### src/shared/bbg_pkg.sv
// Shared constants and types for the board bus glue decode block
package bbg_pkg;
    // ------------------------------------------------------------
    // Clock and timing
    // ------------------------------------------------------------
    localparam int SYS_CLK_MHZ     = 200;
    localparam int SYS_PERIOD_NS   = 5;
    localparam int CPU_FAST_MHZ    = 4;
    localparam int CPU_SLOW_MHZ    = 2;
    localparam int DIV_FAST        = SYS_CLK_MHZ / CPU_FAST_MHZ;
    localparam int DIV_SLOW        = SYS_CLK_MHZ / CPU_SLOW_MHZ;
    localparam int DIV_W           = 7;
    localparam int SLOW_MEM_NS     = 300;
    localparam int WAIT_CYCLES     = (SLOW_MEM_NS + SYS_PERIOD_NS - 1) / SYS_PERIOD_NS;
    localparam int WAIT_W          = 7;
    localparam int POC_CYCLES      = 16;
    localparam int POC_W           = 5;

    // ------------------------------------------------------------
    // I/O map, byte offsets within the 8-bit I/O space
    // ------------------------------------------------------------
    localparam logic [7:0] SER_DATA_OFS      = 8'h04;
    localparam logic [7:0] SER_CTRL_OFS      = 8'h05;
    localparam logic [7:0] SER_DATA_ECHO_OFS = 8'h06;
    localparam logic [7:0] SER_CTRL_ECHO_OFS = 8'h07;
    localparam logic [7:0] PAR_FIRST_OFS     = 8'h08;
    localparam logic [7:0] PAR_SECOND_OFS    = 8'h09;
    localparam logic [7:0] PAR_THIRD_OFS     = 8'h0A;
    localparam logic [7:0] PAR_CSR_OFS       = 8'h0B;
    localparam int         GROUP_LSB         = 2;
    localparam int         CTRL_BIT          = 0;
    localparam logic [1:0] PAR_CSR_IDX       = 2'h3;
    localparam int         PAR_CHANNELS      = 3;
    localparam logic [7:0] PAR_CSR_RESET     = 8'hFF;

    // ------------------------------------------------------------
    // Memory map
    // ------------------------------------------------------------
    localparam logic [15:0] BOOT_ADDR   = 16'hE000;
    localparam logic [15:0] EPROM_FIRST = 16'hE000;
    localparam logic [15:0] EPROM_LAST  = 16'hE7FF;
    localparam int          BOOT_MSB_W  = 3;

    // ------------------------------------------------------------
    // Jumper settings
    // ------------------------------------------------------------
    typedef enum logic [1:0] {
        BBG_WAIT_NONE  = 2'b00,
        BBG_WAIT_FETCH = 2'b01,
        BBG_WAIT_ALL   = 2'b10
    } bbg_wait_mode_t;

    typedef struct packed {
        logic [5:0]     ser_base;
        logic [5:0]     par_base;
        bbg_wait_mode_t wait_mode;
        logic           auto_boot;
        logic           mwrite_en;
        logic           phantom_en;
        logic           clk_fast;
    } bbg_jumper_t;

    localparam int JUMPER_W = $bits(bbg_jumper_t);

    localparam bbg_jumper_t JUMPER_SHIPPED = '{
        ser_base:   SER_DATA_OFS[7:2],
        par_base:   PAR_FIRST_OFS[7:2],
        wait_mode:  BBG_WAIT_FETCH,
        auto_boot:  1'b1,
        mwrite_en:  1'b1,
        phantom_en: 1'b1,
        clk_fast:   1'b1
    };

    // Processor bus request, all strobes active high
    typedef struct packed {
        logic [15:0] addr;
        logic [7:0]  wdata;
        logic        mreq;
        logic        iorq;
        logic        rd;
        logic        wr;
        logic        fetch;
        logic        refresh;
    } bbg_cpu_req_t;
endpackage : bbg_pkg

### src/hdl/bbg_sync.sv
// Two-stage synchroniser for pin inputs
`timescale 1ns/1ps
module bbg_sync #(
    parameter int W = 1
) (
    input  wire logic         i_clock,
    input  wire logic         i_srst,
    input  wire logic [W-1:0] i_async,
    output logic      [W-1:0] o_sync
);
    logic [W-1:0] stage1;

    always_ff @(posedge i_clock) begin
        if (i_srst) begin
            stage1 <= '0;
            o_sync <= '0;
        end else begin
            stage1 <= i_async;
            o_sync <= stage1;
        end
    end
endmodule : bbg_sync

### src/hdl/bbg_clkdiv.sv
// Divider giving a one-cycle processor clock enable
`timescale 1ns/1ps
module bbg_clkdiv #(
    parameter int W = 7
) (
    input  wire logic         i_clock,
    input  wire logic         i_srst,
    input  wire logic [W-1:0] i_divide,
    output logic              o_tick
);
    logic [W-1:0] count;

    always_ff @(posedge i_clock) begin
        if (i_srst) begin
            count  <= '0;
            o_tick <= 1'b0;
        end else if (count >= i_divide - W'(1)) begin
            count  <= '0;
            o_tick <= 1'b1;
        end else begin
            count  <= count + W'(1);
            o_tick <= 1'b0;
        end
    end
endmodule : bbg_clkdiv

### src/hdl/bbg_glue.sv
// Board bus glue: I/O decode, wait states, boot jump and backplane strobes
`timescale 1ns/1ps
module bbg_glue #(
    parameter int POC_LEN  = bbg_pkg::POC_CYCLES,
    parameter int WAIT_LEN = bbg_pkg::WAIT_CYCLES
) (
    input  wire logic                 i_clock,
    input  wire logic                 i_srst,
    input  wire bbg_pkg::bbg_cpu_req_t i_cpu,
    input  wire bbg_pkg::bbg_jumper_t i_jumper,
    input  wire logic                 i_phantom,
    input  wire logic [23:0]          i_par_pins,
    output logic                      o_cpu_clk_en,
    output logic                      o_cpu_wait,
    output logic [7:0]                o_cpu_rdata,
    output logic                      o_cpu_rdata_valid,
    output logic [15:0]               o_bus_addr,
    output logic                      o_bus_mwrite,
    output logic                      o_bus_refresh,
    output logic                      o_bus_buf_en,
    output logic                      o_power_on_clear_pulse,
    output logic                      o_eprom_sel,
    output logic                      o_ser_sel,
    output logic                      o_ser_ctrl,
    output logic                      o_ser_rd,
    output logic                      o_ser_wr,
    output logic [23:0]               o_par_out,
    output logic [2:0]                o_par_oe,
    output logic [7:0]                o_par_csr
);
    import bbg_pkg::*;

    // ------------------------------------------------------------
    // Pin synchronisers
    // ------------------------------------------------------------
    logic [JUMPER_W-1:0] jumper_raw;
    logic                phantom_sync;
    logic [23:0]         par_in_sync;

    bbg_sync #(.W(JUMPER_W)) u_sync_jumper (
        .i_clock (i_clock),
        .i_srst  (i_srst),
        .i_async (i_jumper),
        .o_sync  (jumper_raw)
    );

    bbg_sync #(.W(25)) u_sync_pins (
        .i_clock (i_clock),
        .i_srst  (i_srst),
        .i_async ({i_phantom, i_par_pins}),
        .o_sync  ({phantom_sync, par_in_sync})
    );

    // ------------------------------------------------------------
    // Jumper capture
    // ------------------------------------------------------------
    // Shipped settings stand until the synchronisers have filled
    bbg_jumper_t jumper;
    logic [1:0]  settle;

    always_ff @(posedge i_clock) begin
        if (i_srst) begin
            settle <= 2'h0;
        end else if (settle != 2'h3) begin
            settle <= settle + 2'h1;
        end
    end

    always_ff @(posedge i_clock) begin
        if (i_srst) begin
            jumper <= JUMPER_SHIPPED;
        end else if (settle == 2'h3) begin
            jumper <= bbg_jumper_t'(jumper_raw);
        end
    end

    // ------------------------------------------------------------
    // Processor clock enable
    // ------------------------------------------------------------
    logic [DIV_W-1:0] divide;
    logic             cpu_tick;

    always_ff @(posedge i_clock) begin
        if (i_srst) begin
            divide <= DIV_W'(DIV_FAST);
        end else begin
            divide <= jumper.clk_fast ? DIV_W'(DIV_FAST) : DIV_W'(DIV_SLOW);
        end
    end

    bbg_clkdiv #(.W(DIV_W)) u_clkdiv (
        .i_clock  (i_clock),
        .i_srst   (i_srst),
        .i_divide (divide),
        .o_tick   (cpu_tick)
    );

    always_ff @(posedge i_clock) begin
        if (i_srst) begin
            o_cpu_clk_en <= 1'b0;
        end else begin
            o_cpu_clk_en <= cpu_tick;
        end
    end

    // ------------------------------------------------------------
    // Power-on clear pulse
    // ------------------------------------------------------------
    logic [POC_W-1:0] poc_count;

    always_ff @(posedge i_clock) begin
        if (i_srst) begin
            poc_count              <= '0;
            o_power_on_clear_pulse <= 1'b1;
        end else if (poc_count != POC_W'(POC_LEN)) begin
            poc_count              <= poc_count + POC_W'(1);
            o_power_on_clear_pulse <= 1'b1;
        end else begin
            o_power_on_clear_pulse <= 1'b0;
        end
    end

    // ------------------------------------------------------------
    // Auto-boot address override
    // ------------------------------------------------------------
    // Top bits are forced until the code at the boot address has
    // jumped into the monitor region under its own addressing.
    logic        boot_pending;
    logic [15:0] next_bus_addr;

    always_ff @(posedge i_clock) begin
        if (i_srst) begin
            boot_pending <= 1'b1;
        end else if (!jumper.auto_boot) begin
            boot_pending <= 1'b0;
        end else if (boot_pending && i_cpu.mreq && i_cpu.fetch
                     && i_cpu.addr[15 -: BOOT_MSB_W] == BOOT_ADDR[15 -: BOOT_MSB_W]) begin
            boot_pending <= 1'b0;
        end
    end

    always_comb begin
        next_bus_addr = i_cpu.addr;
        if (boot_pending && jumper.auto_boot && i_cpu.mreq) begin
            next_bus_addr = i_cpu.addr | BOOT_ADDR;
        end
    end

    always_ff @(posedge i_clock) begin
        if (i_srst) begin
            o_bus_addr <= BOOT_ADDR;
        end else begin
            o_bus_addr <= next_bus_addr;
        end
    end

    // ------------------------------------------------------------
    // Memory decode and backplane strobes
    // ------------------------------------------------------------
    always_ff @(posedge i_clock) begin
        if (i_srst) begin
            o_eprom_sel <= 1'b0;
        end else begin
            o_eprom_sel <= i_cpu.mreq && !i_cpu.refresh
                           && next_bus_addr >= EPROM_FIRST
                           && next_bus_addr <= EPROM_LAST;
        end
    end

    always_ff @(posedge i_clock) begin
        if (i_srst) begin
            o_bus_mwrite <= 1'b0;
        end else begin
            o_bus_mwrite <= jumper.mwrite_en && i_cpu.mreq
                            && i_cpu.wr && !i_cpu.iorq;
        end
    end

    always_ff @(posedge i_clock) begin
        if (i_srst) begin
            o_bus_refresh <= 1'b0;
        end else begin
            o_bus_refresh <= i_cpu.refresh;
        end
    end

    // Another board's phantom turns our drivers off
    always_ff @(posedge i_clock) begin
        if (i_srst) begin
            o_bus_buf_en <= 1'b0;
        end else begin
            o_bus_buf_en <= !(jumper.phantom_en && phantom_sync);
        end
    end

    // ------------------------------------------------------------
    // Wait-state generator
    // ------------------------------------------------------------
    logic              cycle_prev;
    logic              cycle_start;
    logic              wait_wanted;
    logic [WAIT_W-1:0] wait_count;

    assign cycle_start = (i_cpu.mreq || i_cpu.iorq) && !i_cpu.refresh && !cycle_prev;

    always_comb begin
        unique case (jumper.wait_mode)
            BBG_WAIT_ALL:   wait_wanted = 1'b1;
            BBG_WAIT_FETCH: wait_wanted = i_cpu.fetch;
            BBG_WAIT_NONE:  wait_wanted = 1'b0;
            default:        wait_wanted = 1'b0;
        endcase
    end

    always_ff @(posedge i_clock) begin
        if (i_srst) begin
            cycle_prev <= 1'b0;
        end else begin
            cycle_prev <= (i_cpu.mreq || i_cpu.iorq) && !i_cpu.refresh;
        end
    end

    // One stretch long enough for a memory as slow as the limit
    always_ff @(posedge i_clock) begin
        if (i_srst) begin
            wait_count <= '0;
            o_cpu_wait <= 1'b0;
        end else if (cycle_start && wait_wanted) begin
            wait_count <= WAIT_W'(WAIT_LEN - 1);
            o_cpu_wait <= 1'b1;
        end else if (wait_count != '0) begin
            wait_count <= wait_count - WAIT_W'(1);
            o_cpu_wait <= 1'b1;
        end else begin
            o_cpu_wait <= 1'b0;
        end
    end

    // ------------------------------------------------------------
    // I/O decode
    // ------------------------------------------------------------
    logic       io_access;
    logic       io_first;
    logic       ser_hit;
    logic       par_hit;
    logic [1:0] par_idx;

    assign io_access = i_cpu.iorq && !i_cpu.fetch;
    assign io_first  = io_access && !cycle_prev;
    assign ser_hit   = io_access
                       && i_cpu.addr[7:GROUP_LSB] == jumper.ser_base;
    assign par_hit   = io_access
                       && i_cpu.addr[7:GROUP_LSB] == jumper.par_base;
    assign par_idx   = i_cpu.addr[1:0];

    // Serial controller selects; bit 1 is left out so 06H/07H echo 04H/05H
    always_ff @(posedge i_clock) begin
        if (i_srst) begin
            o_ser_sel  <= 1'b0;
            o_ser_ctrl <= 1'b0;
            o_ser_rd   <= 1'b0;
            o_ser_wr   <= 1'b0;
        end else begin
            o_ser_sel  <= ser_hit;
            o_ser_ctrl <= ser_hit && i_cpu.addr[CTRL_BIT];
            o_ser_rd   <= ser_hit && i_cpu.rd;
            o_ser_wr   <= ser_hit && i_cpu.wr;
        end
    end

    // ------------------------------------------------------------
    // Parallel channels
    // ------------------------------------------------------------
    // A set control bit makes that channel an input
    always_ff @(posedge i_clock) begin
        if (i_srst) begin
            o_par_csr <= PAR_CSR_RESET;
        end else if (par_hit && io_first && i_cpu.wr && par_idx == PAR_CSR_IDX) begin
            o_par_csr <= i_cpu.wdata;
        end
    end

    always_ff @(posedge i_clock) begin
        if (i_srst) begin
            o_par_oe <= 3'h0;
        end else begin
            o_par_oe <= ~o_par_csr[2:0];
        end
    end

    for (genvar ch = 0; ch < PAR_CHANNELS; ch++) begin : g_par
        always_ff @(posedge i_clock) begin
            if (i_srst) begin
                o_par_out[ch*8 +: 8] <= 8'h00;
            end else if (par_hit && io_first && i_cpu.wr && par_idx == 2'(ch)) begin
                o_par_out[ch*8 +: 8] <= i_cpu.wdata;
            end
        end
    end

    // ------------------------------------------------------------
    // Read data
    // ------------------------------------------------------------
    // Inputs are not latched: the pins are caught only at the read
    logic [7:0] next_rdata;

    always_comb begin
        next_rdata = 8'h00;
        if (par_idx == PAR_CSR_IDX) begin
            next_rdata = o_par_csr;
        end else if (o_par_csr[par_idx]) begin
            next_rdata = par_in_sync[par_idx*8 +: 8];
        end else begin
            next_rdata = o_par_out[par_idx*8 +: 8];
        end
    end

    always_ff @(posedge i_clock) begin
        if (i_srst) begin
            o_cpu_rdata       <= 8'h00;
            o_cpu_rdata_valid <= 1'b0;
        end else if (par_hit && io_first && i_cpu.rd) begin
            o_cpu_rdata       <= next_rdata;
            o_cpu_rdata_valid <= 1'b1;
        end else begin
            o_cpu_rdata_valid <= 1'b0;
        end
    end
endmodule : bbg_glue

### config.mk
export PLATFORM = sky130hd
export DESIGN_NAME = bbg_glue
export DESIGN_NICKNAME = d
export VERILOG_FILES = /design/src/shared/bbg_pkg.sv /design/src/hdl/bbg_sync.sv /design/src/hdl/bbg_clkdiv.sv /design/src/hdl/bbg_glue.sv
export SDC_FILE = /design/constraint.sdc
export NUM_CORES = 1
export LEC_CHECK = 0
export BUFFER_PORTS_ARGS = -buffer_cell sky130_fd_sc_hd__buf_2
export CAP_MARGIN = 10
export CORE_ASPECT_RATIO = 1.25
export CORE_MARGIN = 4
export CORE_UTILIZATION = 31
export DETAILED_ROUTE_END_ITERATION = 8
export PLACE_DENSITY = 0.5
export SYNTH_ARGS = -nofsm -noshare
export SYNTH_HDL_FRONTEND = slang
export SYNTH_HIERARCHICAL = 1
export SYNTH_SLANG_ARGS = --single-unit
### constraint.sdc
create_clock -name i_clock -period 2 [get_ports i_clock]
set_clock_uncertainty 0.1 [all_clocks]
set_input_delay 0.1 -clock i_clock [delete_from_list [all_inputs] [get_ports i_clock]]
set_output_delay 0.1 -clock i_clock [all_outputs]
set_load 0.05 [all_outputs]
==> flow_metrics.env, run 1 <==
export IMPL_cp_start_kind="primary input"
export IMPL_syn_cell_area_sq_um=7390
export IMPL_p_per_area_nw_per_um2=936
export IMPL_htree_levels=1
export IMPL_drc=0
export IMPL_gp_congestion=0.808
export IMPL_initial_utilization_pct=31.9
export IMPL_clk_pin_slew_ps=60
export IMPL_rows=62
export IMPL_multiInputGateArea_sq_um=3220
export IMPL_critPathKind="primary input to flip-flop"
export IMPL_netlist_instances=732
export IMPL_ys_seq_area_share_pct=54.5
export IMPL_crit_chain="dlygate4sd3_1 -> buf_2 -> or3b_4 -> or4_4 -> buf_12 -> nor2_4 -> o32ai_2"
export IMPL_holdWs_ps=107
export IMPL_avgSynthCellArea_sq_um=10.1
export IMPL_ys_top_cells_by_area="dfxtp_1 54%, nor2b_1 8.1%, mux2i_1 4.1%"
export IMPL_slew_limit_headroom_pct=63.2
export IMPL_cp_buffers_inverters=3
export IMPL_status="finished, violations left"
export IMPL_coreArea_sq_um=23200
export IMPL_hp_class="primary input to flip-flop"
export IMPL_fin_crit_sh_pct=100
export IMPL_synth_top_area_cell="dfxtp_1"
export IMPL_power_leakage_uw=0.00434
export IMPL_cpPeakStageDelay_ps=550
export IMPL_final_hold_viol_count=0
export IMPL_rr_worst_depth=5
export IMPL_yosysWarnings=6
export IMPL_clk_latency_ps=500
export IMPL_power_total_uw=9750
export IMPL_routed_wl_um=20400
export IMPL_dp_hpwl_um=13900
export IMPL_r2r_end="o_cpu_rdata[1]"
export IMPL_cp_endpoint="o_cpu_rdata[1]"
export IMPL_antenna_left=0
export IMPL_async_flop_share_pct=0
export IMPL_cts_made_buffers=22
export IMPL_area_growth_syn_to_layout_pct=41.0
export IMPL_wl_per_cell_um=15.8
export IMPL_cp_arrival_ps=2270
export IMPL_via_count=5916
export IMPL_grt_max_degree=68
export IMPL_path_max_fanout=7
export IMPL_grt_usage_pct=14.8
export IMPL_ys_ff_latch=201
export IMPL_path_depth=7
export IMPL_synth_edf_count=0
export IMPL_setup_tns_final_ps=-6.01
export IMPL_dp_cells=1166
export IMPL_n_fill_cell=2243
export IMPL_final_cells=1290
export IMPL_dr_pass1_iters=4
export IMPL_io_pins=146
export IMPL_ir_drop_v=0.000566
export IMPL_critPathRequiredTime_ps=2270
export IMPL_avgViaCountPerCell=4.59
export IMPL_max_clock_freq_ghz=0.499
export IMPL_yosysTopAreaCellShare_pct=54.5
export IMPL_crit_path_end_kind="flip-flop"
export IMPL_drt_iter0_markers=303
export IMPL_grt_first_pass_wirelength_um=32100
export IMPL_setup_slack_ps=-6.01
export IMPL_regArea_sq_um=4030
export IMPL_grt_pass1_vias=5913
export IMPL_drv_slew=0
export IMPL_worst_r2r_setup_slack_ps=0
export IMPL_max_slew_worst_pin_slew_ps=548
export IMPL_cts_sinks=201
export IMPL_crit_family="simple AND/OR/NAND/NOR gates"
export IMPL_cap_violations=0
export IMPL_antenna_found_initial=1
export IMPL_drive_gt1_share_pct=29.1
export IMPL_clk_path_buf_depth=3
export IMPL_violations="setup timing"
export IMPL_fin_crit_ps=2010
export IMPL_overflow=0
export IMPL_r2r_start="cycle_prev"
export IMPL_nNetsFinal=1076
export IMPL_crit_slowest_cell="dlygate4sd3_1"
export IMPL_die_area_sq_um=26400
export IMPL_synth_flop_cell="dfxtp_1"
export IMPL_die_y_um=181
export IMPL_ys_types=54
export IMPL_cts_tree="done"
export IMPL_portBuffers=145
export IMPL_rsz0062_at_grt="true"
export IMPL_crit_start="i_cpu[1]"
export IMPL_clock_root_buffer="clkbuf_16"
export IMPL_setup_viol=1
export IMPL_die_w_um=146
[cell type report]
cell class / instances / share of cell area, %
inverters: 15 / 0.540
repair buffers: 270 / 19.1
clock buffers: 33 / 6.46
multi-input cells: 476 / 30.9
diodes: 1 / 0.0240
clock inverters: 6 / 0.876
flip-flops and latches: 201 / 38.6
well taps: 288 / 3.46
[power breakdown]
group / leakage, uW / switching (uW) / internal [uW]
clock: 0.000370 / 1610 / 2590
combinational: 0.00232 / 634 / 592
sequential: 0.00165 / 107 / 4220
[tightest hold or removal path, cell delays in order]
cell and delay [ps]:
buf_2 130, buf_4 190, inv_1 170, nor2_1 70
[repair_timing]
action	CTS	global route
hold buffers	79	0
pin swaps	2	19
gates cloned	0	4
buffers inserted	0	1
setup endpoints to repair	8	16
resized for setup	1	31
endpoints found under the hold margin	109	0
[routing by layer]
| layer | up-vias | global-route usage, % | share of wire (%) |
|---|---|---|---|
| li1 | 2998 | - | - |
| met1 | 2728 | 18.9 | 43 |
| met2 | 154 | 25.7 | 49 |
| met3 | 36 | 3.09 | 6.6 |
| met4 | 0 | 3.73 | 2.0 |
| met5 | - | 0 | 0 |
[layout by cell type (no fill, tap or decap), drive strengths merged, types with 8 or more instances in the layout]
master       synthesis  routed
nor2b               97      97
o21ai               35      35
nand2               25      25
mux2                 8       8
ha                  15      15
nor3                11      11
xnor2               15      15
nor2                49      49
xor2                16      16
clkbuf              21      36
mux2i               30      30
nand3               51      51
inv                 14      15
dfxtp              201     201
buf                 24     188
nor4                 9       9
dlygate4sd3          0      79
a21oi               45      45
[cell usage after synthesis, types with 8 or more instances]
master      n
a21oi_1    42
buf_2      11
clkbuf_1   21
dfxtp_1   201
ha_1       15
inv_1      13
mux2_2      8
mux2i_1    30
nand2_1    25
nand3_1    51
nor2_1     41
nor2b_1    96
nor3_1     11
o21ai_1    30
xnor2_1    15
xor2_1     16
[cell families (layout without fill, tap and decap cells)]
kind of cell | count (synthesis) | after routing | synth area share (%)
compound gates | 110 | 110 | 9.04
xor+xnor | 31 | 31 | 3.67
fa+ha+maj | 15 | 15 | 2.54
buf+inv | 60 | 324 | 3.95
flops | 201 | 201 | 54.5
mux | 38 | 38 | 5.28
other cells | 2 | 8 | 0.102
simple gates | 275 | 275 | 21.0
[flip-flops by register name (all words and copies together), names as in the netlist, 2 cells and up]
register              flops
u_sync_jumper/stage1     18
settle                    2
o_bus_addr               16
divide                    2
jumper                   18
poc_count                 5
u_sync_pins/stage1       25
o_par_oe                  3
u_clkdiv/count            7
u_sync_pins/o_sync       25
o_par_csr                 8
wait_count                7
o_par_out                24
o_cpu_rdata               8
u_sync_jumper/o_sync     18
[worst min-delay path by stage]
stage | depth (start not counted) | slack, ps | from | end
floorplan | 1 | 70 | i_srst | u_clkdiv/o_tick
global placement | 2 | 200 | i_cpu[28] | o_bus_addr[14]
detailed placement | 2 | 200 | i_cpu[29] | o_bus_addr[15]
CTS | 4 | 80 | i_cpu[14] | o_bus_addr[0]
global route | 4 | 120 | i_cpu[14] | o_bus_addr[0]
finish | 4 | 110 | i_cpu[14] | o_bus_addr[0]
[per-stage QoR]
stage	instance area [sq um]	setup WS (ps)	util [%]
floorplan	7410	48.8	-
global placement	8620	-20.9	37.2
CTS	10200	3.37	43.9
global route	10400	-41.8	44.9
detailed placement	8620	-38.1	37.2
finish	10400	-6.01	44.9
Note: power is estimated with default switching activity, not from simulation.
==> inputs of run 2 (changes only) <==
Settings changed: CORE_UTILIZATION 31 to 45, PLACE_DENSITY 0.5 to 0.68.
==> flow_metrics.env, run 2 (synthesis results as in run 1) <==
export IMPL_final_cells=1204
export IMPL_cp_buffers_inverters=1
export IMPL_pwr_share_clk_pct=40.9
export IMPL_final_common_cell="dfxtp_1"
export IMPL_switchingPower_uw=2230
export IMPL_max_clock_freq_ghz=0.510
export IMPL_clk_path_buf_depth=3
export IMPL_coreArea_sq_um=16100
export IMPL_status="finished, final reports clean"
export IMPL_routed_wl_um=18100
export IMPL_hp_class="primary input to flip-flop"
export IMPL_intPower_uw=7120
export IMPL_rows=52
export IMPL_dp_hpwl_um=12000
export IMPL_rsz0062_at_grt="true"
export IMPL_antenna_found_initial=0
export IMPL_clk_latency_ps=480
export IMPL_io_pins=146
export IMPL_cp_start_kind="flip-flop"
export IMPL_fin_crit_sh_pct=98.1
export IMPL_overflow=0
export IMPL_max_slew_worst_pin_slew_ps=537
export IMPL_grt_first_pass_wirelength_um=28500
export IMPL_drc=0
export IMPL_htree_levels=1
export IMPL_cts_made_buffers=20
export IMPL_grt_max_degree=55
export IMPL_crit_slowest_cell="a211o_4"
export IMPL_avgViaCountPerCell=4.96
export IMPL_crit_path_end_kind="flip-flop"
export IMPL_critPathKind="flip-flop to flip-flop"
export IMPL_path_max_fanout=7
export IMPL_nNetsFinal=1065
export IMPL_die_y_um=151
export IMPL_via_count=5968
export IMPL_area_growth_syn_to_layout_pct=36.4
export IMPL_crit_chain="buf_6 -> nor3_2 -> nand2_1 -> xor2_1 -> ha_1 -> nand2_2 -> nor2_1 -> a211o_4 -> nor2_2"
export IMPL_drt_iter0_markers=365
export IMPL_drv_slew=0
export IMPL_cpPeakStageDelay_ps=400
export IMPL_fin_crit_ps=1960
export IMPL_pwr_share_seq_pct=46.3
export IMPL_dr_pass1_iters=5
export IMPL_p_sw_share_pct=23.9
export IMPL_p_per_area_nw_per_um2=928
export IMPL_holdWs_ps=146
export IMPL_cp_arrival_ps=2280
export IMPL_p_comb_share_pct=12.8
export IMPL_diodes=0
export IMPL_setup_viol=0
export IMPL_grt_usage_pct=19.0
export IMPL_dp_cells=1089
export IMPL_most_common_layout_cells="200 x dfxtp_1, 144 x buf_2, 96 x nor2b_1"
export IMPL_die_area_sq_um=18500
export IMPL_antenna_left=0
export IMPL_largest_registers="u_sync_pins/o_sync: 25 flops, u_sync_pins/stage1: 25 flops, o_par_out: 24 flops"
export IMPL_final_hold_viol_count=0
export IMPL_gp_congestion=0.824
export IMPL_ir_drop_v=0.000630
export IMPL_crit_family="simple AND/OR/NAND/NOR gates"
export IMPL_wl_per_cell_um=15.1
export IMPL_cts_tree="done"
export IMPL_slew_limit_headroom_pct=63.9
export IMPL_cts_sinks=201
export IMPL_clock_root_buffer="clkbuf_16"
export IMPL_grt_pass1_vias=5800
export IMPL_initial_utilization_pct=45.8
export IMPL_critPathRequiredTime_ps=2320
export IMPL_power_leakage_uw=0.00423
export IMPL_drive_gt1_share_pct=26.8
export IMPL_portBuffers=145
export IMPL_clk_pin_slew_ps=60
export IMPL_cap_violations=0
export IMPL_die_w_um=123
-- run 2: metal layers --
layer  track usage (%)  wire length (um)
met1              23.8              7490
met2              32.5              9050
met3              3.36              1070
met4              7.34               527
met5                 0                 0
-- run 2: area by class of cell --
class | count | area (sq um)
well taps | 216 | 270
multi-input cells | 476 | 3160
inverters | 15 | 56.3
flip-flops and latches | 201 | 4030
clock buffers | 27 | 588
fillers | 1347 | 6060
repair buffers | 261 | 1880
clock inverters | 8 | 98.8
-- run 2: stage by stage --
stage	setup TNS, ps	utilization (%)	instance area (sq um)	setup WS, ps	total power [uW]
finish	0	62.5	10100	38.3	9350
global route	-153	62.5	10100	-31.2	9760
CTS	0	61.8	9980	2.95	9410
detailed placement	-24.6	52.7	8510	-8.13	5470
global placement	0	52.7	8510	22.2	5450
floorplan	0	-	7410	48.8	5170
-- run 2: power by group through the flow --
| stage | sequential, uW | clock (uW) | combinational, uW |
|---|---|---|---|
| 3_5_place_dp | 4410 | 0 | 1060 |
| 4_1_cts | 4320 | 3900 | 1180 |
| 5_1_grt | 4350 | 4080 | 1330 |
| 6_report | 4330 | 3830 | 1200 |
| 2_1_floorplan | 4490 | 0 | 678 |
| 3_3_place_gp | 4410 | 0 | 1040 |
-- run 2: worst paths after layout --
path	endpoint	slack (ps)	cells after the start	from
worst max-delay path	u_clkdiv/count[4]	40	9	divide[4]
worst min-delay path	o_bus_addr[1]	150	5	i_cpu[15]
worst max register to register	u_clkdiv/count[4]	40	9	divide[4]
worst min register to register	o_bus_buf_en	320	1	u_sync_pins/o_sync[24]
-- run 2: tightest hold or removal path: stages --
cell      delay [ps]
buf_2            130
buf_4            170
clkinv_1          60
buf_4            150
nor2_1            60
-- run 2: timing repair --
action,in CTS,in global routing
pin swaps,2,15
buffers inserted,0,1
endpoints found under the hold margin,117,0
endpoints found under the setup margin,8,23
hold buffers,78,0
cloned,0,1
gates resized for setup,1,15
